<file path="src/rtl/pdsc_params.svh">
`ifndef PDSC_PARAMS_SVH
`define PDSC_PARAMS_SVH

`define PDSC_ADDR_W       8
`define PDSC_OFF_CTRL     8'h00
`define PDSC_OFF_CMP_EN   8'h04
`define PDSC_OFF_PULLUP   8'h08
`define PDSC_OFF_PULLDN   8'h0C
`define PDSC_OFF_BC_SW    8'h10
`define PDSC_OFF_STATUS   8'h14
`define PDSC_OFF_IRQ_STAT 8'h18
`define PDSC_OFF_IRQ_MASK 8'h1C

`define PDSC_CTRL_EP_EN   0
`define PDSC_CTRL_DCD_EN  1
`define PDSC_CTRL_CHG_EN  2
`define PDSC_CTRL_SBU_EN  3
`define PDSC_CTRL_USB_EN  4
`define PDSC_CTRL_W       5

`define PDSC_NPIN         6
`define PDSC_PIN_SBU1     0
`define PDSC_PIN_SBU2     1
`define PDSC_PIN_TP       2
`define PDSC_PIN_TN       3
`define PDSC_PIN_BP       4
`define PDSC_PIN_BN       5

`define PDSC_BC_FORCE_LSB 0
`define PDSC_BC_SINK_LSB  4
`define PDSC_BC_READ_LSB  8
`define PDSC_BC_W         12
`define PDSC_BC_FLD_W     4

`define PDSC_STAT_ORIENT  0
`define PDSC_STAT_TX      1
`define PDSC_STAT_PIN_LSB 8

`define PDSC_RST_CTRL     5'h00
`define PDSC_RST_PINS     6'h00
`define PDSC_RST_BC       12'h000
`define PDSC_EP_ZERO      4'h0
`define PDSC_BILLBOARD    8'h11
`define PDSC_BC_IDLE      4'h0
`define PDSC_CLASS_IDLE   8'h00

`endif

</file>
<file path="src/rtl/pdsc_pkg.sv">
package pdsc_pkg;

  typedef enum logic
  {
    PDSC_UPSIDE_UP,
    PDSC_FLIPPED
  } pdsc_orient_t;

  typedef logic [5:0] pdsc_pins_t;
  typedef logic [3:0] pdsc_usb_t;

endpackage

</file>
<file path="src/rtl/pdsc_top.sv">
// The placing of the registers and register access over APB were decided locally.
`timescale 1ns/1ps
`include "pdsc_params.svh"

module pdsc_top
(
  // Clock and reset.
  input  wire logic                   sys_clk_i,
  input  wire logic                   arst_n_i,
  // APB slave.
  input  wire logic                   psel_i,
  input  wire logic                   penable_i,
  input  wire logic                   pwrite_i,
  input  wire logic [31:0]            paddr_i,
  input  wire logic [31:0]            pwdata_i,
  output logic                        pready_o,
  output logic                        pslverr_o,
  output logic [31:0]                 prdata_o,
  output logic                        irq_o,
  // Cable orientation.
  input  wire pdsc_pkg::pdsc_orient_t orient_i,
  // Port pins: sideband one, two, top D+, D-, bottom D+, D-.
  input  wire pdsc_pkg::pdsc_pins_t   port_in_i,
  output pdsc_pkg::pdsc_pins_t        port_out_o,
  output pdsc_pkg::pdsc_pins_t        port_oe_o,
  output pdsc_pkg::pdsc_pins_t        clamp_en_o,
  output pdsc_pkg::pdsc_pins_t        pullup_en_o,
  output pdsc_pkg::pdsc_pins_t        pulldown_en_o,
  // System-side sideband pair.
  input  wire logic                   sb_a_i,
  input  wire logic                   sb_b_i,
  input  wire logic                   sb_oe_i,
  output logic                        sb_a_o,
  output logic                        sb_b_o,
  // Low-speed endpoint transceiver.
  input  wire logic                   ep_tx_i,
  input  wire logic                   ep_dp_i,
  input  wire logic                   ep_dm_i,
  input  wire logic                   ep_tok_vld_i,
  input  wire logic [3:0]             ep_tok_num_i,
  output logic                        ep_dp_o,
  output logic                        ep_dm_o,
  output logic                        ep_tok_ok_o,
  output logic                        ep_low_speed_o,
  output logic [7:0]                  ep_dev_class_o,
  output logic                        endpoint_pullup_top_o,
  output logic                        endpoint_pullup_bottom_o,
  // Charger detection.
  output logic                        dplus_source_current_top_o,
  output logic                        dplus_source_current_bottom_o,
  output logic                        dminus_pulldown_top_o,
  output logic                        dminus_pulldown_bottom_o,
  output logic                        detect_voltage_source_o,
  output logic                        detect_current_sink_o,
  output pdsc_pkg::pdsc_usb_t         bc_force_o,
  output pdsc_pkg::pdsc_usb_t         bc_sink_o,
  output pdsc_pkg::pdsc_usb_t         bc_read_o
);
  import pdsc_pkg::*;

  // Software registers and interrupt state.
  logic [`PDSC_CTRL_W-1:0] ctrl_q;
  pdsc_pins_t              cmp_en_q;
  pdsc_pins_t              pullup_q;
  pdsc_pins_t              pulldn_q;
  logic [`PDSC_BC_W-1:0]   bc_q;
  pdsc_pins_t              irq_stat_q;
  pdsc_pins_t              irq_stat_d;
  pdsc_pins_t              irq_mask_q;
  // Sampled pins, orientation and path gates.
  pdsc_pins_t              pin_q;
  pdsc_pins_t              edge_evt;
  pdsc_orient_t            orient_q;
  logic                    flip;
  logic                    blank;
  logic                    ep_en;
  logic                    usb_on;
  logic                    sbu_on;
  logic                    top_on;
  logic                    bot_on;
  logic                    tx_on;
  logic                    rx_pu;
  logic                    dcd_on;
  logic                    chg_on;
  // Bus decode.
  logic                    setup;
  logic                    acc;
  logic                    wr;
  logic                    rd;
  logic                    hit;
  logic [`PDSC_ADDR_W-1:0] addr;
  logic [31:0]             rdata;
  // Next pin drive values and read-clear control.
  pdsc_pins_t              out_d;
  pdsc_pins_t              oe_d;
  pdsc_pins_t              closed;
  pdsc_pins_t              stat_shown;
  logic                    stat_clr;

  // APB: one wait state; pready rises the cycle after penable.
  assign setup = psel_i & penable_i & ~pready_o;
  assign acc   = psel_i & penable_i & pready_o;
  assign addr  = paddr_i[`PDSC_ADDR_W-1:0];
  // Only aligned offsets up to the mask register answer without error.
  assign hit   = (paddr_i[31:`PDSC_ADDR_W] == '0) & (addr[1:0] == 2'h0)
               & (addr <= `PDSC_OFF_IRQ_MASK);
  assign wr    = acc & pwrite_i & ~pslverr_o;
  assign rd    = acc & ~pwrite_i & ~pslverr_o;

  // Unused bits read as zero.
  always_comb
  begin
    rdata = '0;
    unique case (addr)
      `PDSC_OFF_CTRL:     rdata[`PDSC_CTRL_W-1:0] = ctrl_q;
      `PDSC_OFF_CMP_EN:   rdata[`PDSC_NPIN-1:0] = cmp_en_q;
      `PDSC_OFF_PULLUP:   rdata[`PDSC_NPIN-1:0] = pullup_q;
      `PDSC_OFF_PULLDN:   rdata[`PDSC_NPIN-1:0] = pulldn_q;
      `PDSC_OFF_BC_SW:    rdata[`PDSC_BC_W-1:0] = bc_q;
      `PDSC_OFF_STATUS:
      begin
        rdata[`PDSC_STAT_ORIENT] = flip;
        rdata[`PDSC_STAT_TX] = ep_tx_i;
        rdata[`PDSC_STAT_PIN_LSB +: `PDSC_NPIN] = pin_q;
      end
      `PDSC_OFF_IRQ_STAT: rdata[`PDSC_NPIN-1:0] = irq_stat_q;
      `PDSC_OFF_IRQ_MASK: rdata[`PDSC_NPIN-1:0] = irq_mask_q;
      default:            rdata = '0;
    endcase
  end

  always_ff @(posedge sys_clk_i or negedge arst_n_i)
  begin
    if (!arst_n_i)
    begin
      pready_o  <= 1'b0;
      pslverr_o <= 1'b0;
      prdata_o  <= '0;
    end
    else
    begin
      // An unmapped offset answers with an error and reads as zero.
      pready_o  <= setup;
      pslverr_o <= setup & ~hit;
      prdata_o  <= (setup & ~pwrite_i & hit) ? rdata : '0;
    end
  end

  always_ff @(posedge sys_clk_i or negedge arst_n_i)
  begin
    if (!arst_n_i)
    begin
      ctrl_q     <= `PDSC_RST_CTRL;
      cmp_en_q   <= `PDSC_RST_PINS;
      pullup_q   <= `PDSC_RST_PINS;
      pulldn_q   <= `PDSC_RST_PINS;
      bc_q       <= `PDSC_RST_BC;
      irq_mask_q <= `PDSC_RST_PINS;
    end
    // Registers change only at the completing edge of an accepted write;
    // the status words are read-only.
    else if (wr)
    begin
      unique case (addr)
        `PDSC_OFF_CTRL:     ctrl_q <= pwdata_i[`PDSC_CTRL_W-1:0];
        `PDSC_OFF_CMP_EN:   cmp_en_q <= pwdata_i[`PDSC_NPIN-1:0];
        `PDSC_OFF_PULLUP:   pullup_q <= pwdata_i[`PDSC_NPIN-1:0];
        `PDSC_OFF_PULLDN:   pulldn_q <= pwdata_i[`PDSC_NPIN-1:0];
        `PDSC_OFF_BC_SW:    bc_q <= pwdata_i[`PDSC_BC_W-1:0];
        `PDSC_OFF_IRQ_MASK: irq_mask_q <= pwdata_i[`PDSC_NPIN-1:0];
        default:            ctrl_q <= ctrl_q;
      endcase
    end
  end

  // Pin sampling and edge events; a disconnected comparator is silent.
  always_ff @(posedge sys_clk_i or negedge arst_n_i)
  begin
    if (!arst_n_i)
      pin_q <= `PDSC_RST_PINS;
    else
      pin_q <= port_in_i;
  end

  // A status read clears only the bits that it returned, so an event that
  // lands after the read data was captured stays pending.
  assign stat_shown = prdata_o[`PDSC_NPIN-1:0];
  assign stat_clr   = rd & (addr == `PDSC_OFF_IRQ_STAT);
  genvar g;
  generate
    for (g = 0; g < `PDSC_NPIN; g++)
    begin : g_evt
      assign edge_evt[g] = cmp_en_q[g] & (port_in_i[g] ^ pin_q[g]);
      assign irq_stat_d[g] = edge_evt[g]
        | (irq_stat_q[g] & ~(stat_clr & stat_shown[g]));
    end
  endgenerate

  always_ff @(posedge sys_clk_i or negedge arst_n_i)
  begin
    if (!arst_n_i)
    begin
      irq_stat_q <= `PDSC_RST_PINS;
      irq_o      <= 1'b0;
    end
    else
    begin
      irq_stat_q <= irq_stat_d;
      // Uses the next status so that the clearing edge drops it at once.
      irq_o      <= |(irq_stat_d & irq_mask_q);
    end
  end

  // Orientation: a change opens every path for one cycle first.
  always_ff @(posedge sys_clk_i or negedge arst_n_i)
  begin
    if (!arst_n_i)
      orient_q <= PDSC_UPSIDE_UP;
    else
      orient_q <= orient_i;
  end

  // Every path gate carries blank, so all paths stay open while the stored
  // orientation catches up with the input.
  assign flip   = (orient_q == PDSC_FLIPPED);
  assign blank  = (orient_i != orient_q);
  assign ep_en  = ctrl_q[`PDSC_CTRL_EP_EN];
  assign usb_on = ctrl_q[`PDSC_CTRL_USB_EN] & ~blank;
  assign sbu_on = ctrl_q[`PDSC_CTRL_SBU_EN] & ~blank;
  assign top_on = usb_on & ~flip;
  assign bot_on = usb_on & flip;
  assign tx_on  = ep_en & ep_tx_i;
  assign rx_pu  = ep_en & ~ep_tx_i;
  assign dcd_on = ctrl_q[`PDSC_CTRL_DCD_EN] & ~blank;
  assign chg_on = ctrl_q[`PDSC_CTRL_CHG_EN] & ~blank;

  always_comb
  begin
    out_d = '0;
    oe_d  = '0;
    out_d[`PDSC_PIN_SBU1] = flip ? sb_b_i : sb_a_i;
    out_d[`PDSC_PIN_SBU2] = flip ? sb_a_i : sb_b_i;
    oe_d[`PDSC_PIN_SBU1]  = sbu_on & sb_oe_i;
    oe_d[`PDSC_PIN_SBU2]  = sbu_on & sb_oe_i;
    out_d[`PDSC_PIN_TP]   = ep_dp_i;
    out_d[`PDSC_PIN_TN]   = ep_dm_i;
    out_d[`PDSC_PIN_BP]   = ep_dp_i;
    out_d[`PDSC_PIN_BN]   = ep_dm_i;
    oe_d[`PDSC_PIN_TP]    = top_on & tx_on;
    oe_d[`PDSC_PIN_TN]    = top_on & tx_on;
    oe_d[`PDSC_PIN_BP]    = bot_on & tx_on;
    oe_d[`PDSC_PIN_BN]    = bot_on & tx_on;
    closed = {bot_on, bot_on, top_on, top_on, sbu_on, sbu_on};
  end

  always_ff @(posedge sys_clk_i or negedge arst_n_i)
  begin
    if (!arst_n_i)
    begin
      port_out_o    <= `PDSC_RST_PINS;
      port_oe_o     <= `PDSC_RST_PINS;
      clamp_en_o    <= `PDSC_RST_PINS;
      pullup_en_o   <= `PDSC_RST_PINS;
      pulldown_en_o <= `PDSC_RST_PINS;
      sb_a_o        <= 1'b0;
      sb_b_o        <= 1'b0;
      ep_dp_o       <= 1'b0;
      ep_dm_o       <= 1'b0;
    end
    else
    begin
      // Registered, so a flip never closes a top and a bottom path at once.
      port_out_o    <= out_d;
      port_oe_o     <= oe_d;
      clamp_en_o    <= closed;
      pullup_en_o   <= pullup_q;
      pulldown_en_o <= pulldn_q;
      // Received sideband and endpoint data come from the sampled pins.
      sb_a_o        <= flip ? pin_q[`PDSC_PIN_SBU2]
                            : pin_q[`PDSC_PIN_SBU1];
      sb_b_o        <= flip ? pin_q[`PDSC_PIN_SBU1]
                            : pin_q[`PDSC_PIN_SBU2];
      ep_dp_o       <= flip ? pin_q[`PDSC_PIN_BP]
                            : pin_q[`PDSC_PIN_TP];
      ep_dm_o       <= flip ? pin_q[`PDSC_PIN_BN]
                            : pin_q[`PDSC_PIN_TN];
    end
  end

  // Endpoint: only endpoint zero tokens are accepted, low speed only.
  always_ff @(posedge sys_clk_i or negedge arst_n_i)
  begin
    if (!arst_n_i)
    begin
      ep_tok_ok_o              <= 1'b0;
      ep_low_speed_o           <= 1'b0;
      ep_dev_class_o           <= '0;
      endpoint_pullup_top_o    <= 1'b0;
      endpoint_pullup_bottom_o <= 1'b0;
    end
    else
    begin
      ep_tok_ok_o <= ep_en & ep_tok_vld_i
                   & (ep_tok_num_i == `PDSC_EP_ZERO);
      ep_low_speed_o           <= ep_en;
      ep_dev_class_o           <= ep_en ? `PDSC_BILLBOARD
                                        : `PDSC_CLASS_IDLE;
      endpoint_pullup_top_o    <= rx_pu & top_on;
      endpoint_pullup_bottom_o <= rx_pu & bot_on;
    end
  end

  // Charger detection: contact detect and primary/secondary detect.
  always_ff @(posedge sys_clk_i or negedge arst_n_i)
  begin
    if (!arst_n_i)
    begin
      dplus_source_current_top_o    <= 1'b0;
      dplus_source_current_bottom_o <= 1'b0;
      dminus_pulldown_top_o         <= 1'b0;
      dminus_pulldown_bottom_o      <= 1'b0;
      detect_voltage_source_o       <= 1'b0;
      detect_current_sink_o         <= 1'b0;
      bc_force_o                    <= '0;
      bc_sink_o                     <= '0;
      bc_read_o                     <= '0;
    end
    else
    begin
      dplus_source_current_top_o    <= dcd_on & ~flip;
      dplus_source_current_bottom_o <= dcd_on & flip;
      dminus_pulldown_top_o         <= dcd_on & ~flip;
      dminus_pulldown_bottom_o      <= dcd_on & flip;
      detect_voltage_source_o       <= chg_on;
      detect_current_sink_o         <= chg_on;
      bc_force_o <= chg_on ? bc_q[`PDSC_BC_FORCE_LSB +: `PDSC_BC_FLD_W]
                           : `PDSC_BC_IDLE;
      bc_sink_o  <= chg_on ? bc_q[`PDSC_BC_SINK_LSB +: `PDSC_BC_FLD_W]
                           : `PDSC_BC_IDLE;
      bc_read_o  <= chg_on ? bc_q[`PDSC_BC_READ_LSB +: `PDSC_BC_FLD_W]
                           : `PDSC_BC_IDLE;
    end
  end

endmodule

</file>
<file path="config.mk">
export PLATFORM = sky130hd
export DESIGN_NAME = pdsc_top
export DESIGN_NICKNAME = d
export VERILOG_FILES = /design/src/rtl/pdsc_pkg.sv /design/src/rtl/pdsc_top.sv
export VERILOG_INCLUDE_DIRS = /design/src /design/src/rtl
export SDC_FILE = /design/constraint.sdc
export NUM_CORES = 1
export LEC_CHECK = 0
export ABC_CLOCK_PERIOD_IN_PS = 2450
export BUFFER_PORTS_ARGS = -buffer_cell sky130_fd_sc_hd__buf_2
export CAP_MARGIN = 20
export CORE_AREA = 5 5 145 147
export DETAILED_ROUTE_END_ITERATION = 12
export DIE_AREA = 0 0 150 152
export PLACE_DENSITY_LB_ADDON = 0.1
export SLEW_MARGIN = 10
export SYNTH_ARGS = -nofsm -noshare
export SYNTH_HDL_FRONTEND = slang
export SYNTH_SLANG_ARGS = --single-unit
</file>
<file path="constraint.sdc">
create_clock -name sys_clk_i -period 2.45 [get_ports sys_clk_i]
set_input_delay 0.3675 -clock sys_clk_i [delete_from_list [all_inputs] [get_ports sys_clk_i]]
set_output_delay 0.3675 -clock sys_clk_i [all_outputs]
set_load 0.1 [all_outputs]
</file>
# Word-level counts from Yosys, hierarchy flattened
# Cells that the tools add are included.
word_totals:
  regBits: 127
  input_bits: 87
  out_inout_bits: 99
  wordCells: 144
op_classes:
  order_cmp: 1
  eq_ne: 8
  muxes: 17
  n_bitwise: 74
  reduce_logical: 11
ops:
  columns: ["op", "count"]
  rows:
  - ["1-bit bitwise AND", 48]
  - ["8-bit by 5-bit == test with 1-bit output, second input constant", 4]
  - ["24-bit logical NOT", 1]
  - ["3-bit one-hot mux with 7 select lines", 1]
  - ["8-bit by 4-bit == test with 1-bit output, second input constant", 2]
  - ["2-bit one-hot mux with 8 select lines", 1]
  - ["14-bit 2-to-1 mux", 1]
  - ["1-bit inverter", 13]
  - ["4-bit 2-to-1 mux", 3]
  - ["2-bit AND reduction", 6]
  - ["8-bit by 3-bit == test with 1-bit output, second input constant", 1]
  - ["8-bit by 5-bit <= comparator with 1-bit output, second input constant", 1]
  - ["8-bit logical NOT", 1]
  - ["4-bit one-hot mux with 2 select lines", 1]
  - ["6-bit bitwise AND", 1]
  - ["1-bit 2-to-1 mux", 6]
  - ["1-bit OR", 6]
  - ["1-bit one-hot mux with 6 select lines", 1]
  - ["6-bit OR reduction", 1]
  - ["1-bit bitwise XOR", 6]
  - ["5-bit 2-to-1 mux", 1]
  - ["4-bit logical NOT", 1]
  - ["2-bit 2-to-1 mux", 2]
  - ["2-bit logical NOT", 1]
  - ["1-bit != test", 1]

# Depth between registers and ports, before layout
logic_depth:
  word_depth: 11
  depth_mapped: 7
  mapped_depth_nobuf: 5

# Worst setup path after synthesis
# No wires, ideal clock.
synth_timing:
  kind: "reg-to-reg"
  from: "reg pready_o"
  to: "reg irq_o"
  setup_time_ns: 0.129
  arrival_ns: 2.228
  setup_slack_ns: 0.094
  stages_incl_launch_ff: 7
  period_less_slack_ns: 2.356
  cell_sequence: "dfrtp_1 and4b_1 and4b_1 buf_4 nand2_1 a22o_1 a2111o_1"
synth_between:
  elab_chain_len: 10
  word_cells_on_any_way: 30
  classes_between: "bitwise (29); reduce/logical (1)"
synth_lines:
  columns: ["element", "line", "rtl"]
  rows:
  - ["from (decl)", "pdsc_top.sv:16", "output logic pready_o,"]
  - ["from (signal assigned)", "pdsc_top.sv:143", "pready_o <= setup;"]
  - ["1-bit bitwise AND", "pdsc_top.sv:102", "assign acc = psel_i & penable_i & pready_o;"]
  - ["1-bit bitwise AND (2 in series)", "pdsc_top.sv:108", "assign rd = acc & ~pwrite_i & ~pslverr_o;"]
  - ["1-bit bitwise AND", "pdsc_top.sv:188", "assign stat_clr = rd & (addr == `PDSC_OFF_IRQ_STAT);"]
  - ["1-bit bitwise AND", "pdsc_top.sv:195", "| (irq_stat_q[g] & ~(stat_clr & stat_shown[g]));"]
  - ["1-bit inverter", "pdsc_top.sv:195", null]
  - ["1-bit bitwise AND", "pdsc_top.sv:195", null]
  - ["1-bit OR", "pdsc_top.sv:195", null]
  - ["via irq_stat_d[4]", "pdsc_top.sv:68", "pdsc_pins_t irq_stat_d;"]
  - ["6-bit bitwise AND", "pdsc_top.sv:210", "irq_o <= |(irq_stat_d & irq_mask_q);"]
  - ["6-bit OR reduction", "pdsc_top.sv:210", null]
  - ["to (signal assigned)", "pdsc_top.sv:210", null]
  - ["to (decl)", "pdsc_top.sv:19", "output logic irq_o,"]
# The timed path passes the listed nets, and every way through them passes these cells.
# A chain may end at the register's enable or synchronous reset.

# Worst setup path after layout
layout_timing:
  from: "reg pslverr_o"
  to: "reg cmp_en_q[1]"
layout_between:
  elab_chain_len: 3
layout_lines:
  columns: ["element", "line", "rtl"]
  rows:
  - ["from (decl)", "pdsc_top.sv:17", "output logic pslverr_o,"]
  - ["from (signal assigned)", "pdsc_top.sv:144", "pslverr_o <= setup & ~hit;"]
  - ["1-bit inverter", "pdsc_top.sv:107", "assign wr = acc & pwrite_i & ~pslverr_o;"]
  - ["1-bit bitwise AND", "pdsc_top.sv:107", null]
  - ["2-bit AND reduction (no line)", null, null]
  - ["to (signal assigned)", "pdsc_top.sv:154", "cmp_en_q <= `PDSC_RST_PINS;"]
  - ["to (signal assigned)", "pdsc_top.sv:166", "`PDSC_OFF_CMP_EN: cmp_en_q <= pwdata_i[`PDSC_NPIN-1:0];"]
  - ["to (decl)", "pdsc_top.sv:63", "pdsc_pins_t cmp_en_q;"]
# No other way between the ends.

==> results.json <==
{
  "min_period_over_period_pct": 76.2,
  "die_area_sq_um": 22800,
  "overflow": 0,
  "critPathSlowestCell": "and2_1",
  "cts_resized": 0,
  "max_cap_violations": 0,
  "ys.flop_type": "dfrtp_1",
  "synth_common_cells": "dfrtp_1, mux2_2, buf_4",
  "layout.nets": 611,
  "detail-route-antenna-nets": 0,
  "finalPower_mw": 4.92,
  "core_sq_um": 19800,
  "place_congestion": 0.809,
  "synth_cells": 373,
  "hold_violations": 0,
  "finalCoreUtilization_pct": 32.2,
  "portBuffers": 141,
  "clock_latency_ns": 0.41,
  "slew_viol_final": 0,
  "clk_pin_slew_ns": 0.05,
  "setup_violations": 0,
  "rsz0062_at_grt": "no",
  "worstHoldStart": "ep_dp_i",
  "die_y_microns": 152,
  "ys_seq_elements": 116,
  "synth_top_area_share_pct": 60.1,
  "grt_pass1_vias": 3496,
  "cts_hold_buf": 1,
  "period_needed_ns": 1.87,
  "slew_headroom_pct": 66.5,
  "wirelength_microns": 14000,
  "worst_setup_path_end_kind": "flop",
  "worst_pin_slew_ns": 0.503,
  "yosysMostFrequentCell": "dfrtp_1",
  "path_class": "flop to flop",
  "hold_ws_ns": 0.0597,
  "crit_path_start": "pslverr_o$_DFF_PN0_",
  "root_buffer": "clkbuf_16",
  "drc": 0,
  "grt_first_pass_wirelength_microns": 21400,
  "cts_buffers": 17,
  "peakVddDrop_uv": 389,
  "worst_path_most_repeated_cell": "and2_1",
  "wl_per_cell_microns": 17.4,
  "skew_ns": 0.00704,
  "cpPeakStageDelay_ns": 0.42,
  "r2r_start": "pslverr_o$_DFF_PN0_",
  "synth_top_area_cell": "dfrtp_1",
  "cp_num_buf_inv": 0,
  "vias_per_cell": 4.20,
  "hpwl_microns": 10500,
  "vias": 3393,
  "dpl_worst_slack_ns": 0.305,
  "avgSynthCellArea_sq_um": 12.9,
  "async_reset_ff_share_pct": 100,
  "required_ns": 2.74,
  "fillers": 2030,
  "post-cts-setup-buffers": 0,
  "min_path_type": "input port to flop",
  "cts_tree": "built",
  "cp_max_fo": 6,
  "startpoint_type": "flop",
  "ioPinCount": 186,
  "setup_ws_ns": 0.582,
  "drt-initial-drc-count": 169,
  "synth_warnings": 0,
  "rows": 52,
  "crit_family": "simple AND/OR/NAND/NOR gates",
  "seq_area_frac_synth_pct": 60.1,
  "drtPass1Iterations": 4,
  "htree_levels": 4,
  "antenna_found_initial": 1,
  "layout-area-overhead-vs-synth_pct": 32.0,
  "status": "finished clean",
  "cellPowerDensity_nw_per_um2": 773,
  "grt_max_degree": 45,
  "start_util_pct": 24.4,
  "diodes": 0,
  "finalSetupTns_ns": 0,
  "clkSinkCount": 116,
  "fmax_ghz": 0.535,
  "die_w_microns": 150,
  "path_cells": "and4b_1, and2_1, and2_1, mux2_2",
  "crit_arrival_ns": 2.16,
  "grt_use_total_pct": 12.5,
  "clk_path_buf_depth": 2,
  "synth_area_leaders": "dfrtp_1, mux2_2, buf_4",
  "synth_cell_types": 47,
  "p_leak_nw": 3.37,
  "synth_edf_count": 0,
  "drive_gt1_share_pct": 46.0,
  "syn_area_sq_um": 4830
}
-- cell families after synthesis --
family                 count (synthesis)  share of synthesized area, %
AND/OR/NAND/NOR                       98                          12.4
flip-flops                           116                          60.1
other                                  1                        0.0777
multiplexers                          50                          11.7
AO/OA/AOI/OAI                         44                          6.69
buffers and inverters                 57                          7.75
XOR/XNOR                               7                          1.27
-- final timing paths --
| kind | endpoint | slack (ns) | cells after the start |
|---|---|---|---|
| worst max-delay path | cmp_en_q[1]$_DFFE_PN0P_ | 0.58 | 4 |
| worst min-delay path | port_out_o[4]$_DFF_PN0_ | 0.06 | 1 |
| worst max register to register | cmp_en_q[1]$_DFFE_PN0P_ | 0.58 | 4 |
| worst min register to register | pullup_en_o[1]$_DFF_PN0_ | 0.41 | 0 |
| max in group asynchronous | irq_stat_q[5]$_DFF_PN0_ | 1.37 | 3 |
| min in group asynchronous | port_out_o[3]$_DFF_PN0_ | 0.47 | 2 |
-- cell usage in the layout (no fill, tap or decap), drive strengths merged, types with 7 or more instances in the layout --
cell type	n
a21oi	7
a22oi	12
and2	8
and3	21
buf	158
clkbuf	22
clkinv	7
conb	24
dfrtp	116
mux2	50
nand2	22
nor2	14
nor4	9
-- layer usage --
metal	GRT usage [%]	routed length, microns
met5	0	7
met4	4.18	190
met3	3.81	895
met2	19.5	6630
met1	16.6	6330
-- flip-flops by register name (all words and copies together) (netlist names), 5 cells and up --
| register | flops |
|---|---|
| pullup_q | 6 |
| ctrl_q | 5 |
| prdata_o | 14 |
| cmp_en_q | 6 |
| pulldown_en_o | 6 |
| pullup_en_o | 6 |
| irq_stat_q | 6 |
| irq_mask_q | 6 |
| pin_q | 6 |
| bc_q | 12 |
| pulldn_q | 6 |
-- layout make-up --
| class | instances | area, sq um | share of cell area, % |
|---|---|---|---|
| flip-flops and latches | 116 | 2900 | 45.6 |
| multi-input cells | 223 | 1640 | 25.7 |
| repair buffers | 160 | 878 | 13.8 |
| clock buffers | 21 | 460 | 7.23 |
| well taps | 270 | 338 | 5.30 |
| clock inverters | 11 | 133 | 2.08 |
| inverters | 6 | 22.5 | 0.353 |
-- per-stage QoR --
stage	area [sq um]	std cells
floorplan	4910	396
CTS	6360	806
global route	6370	807
detailed placement	5760	773
finish	6370	807
global placement	5760	773
-- worst reg2reg max path, delay by kind of cell (launching register included) --
family	cells	cell delay (ns)
flops	1	0.39
mux	1	0.39
simple gates	3	0.97
-- power by group --
part	switching (mW)	internal, mW
Combinational	0.396	0.0915
Sequential	0.0146	1.94
Clock	0.844	1.64
Total	1.25	3.67
Power figures use the tool's default switching activity.
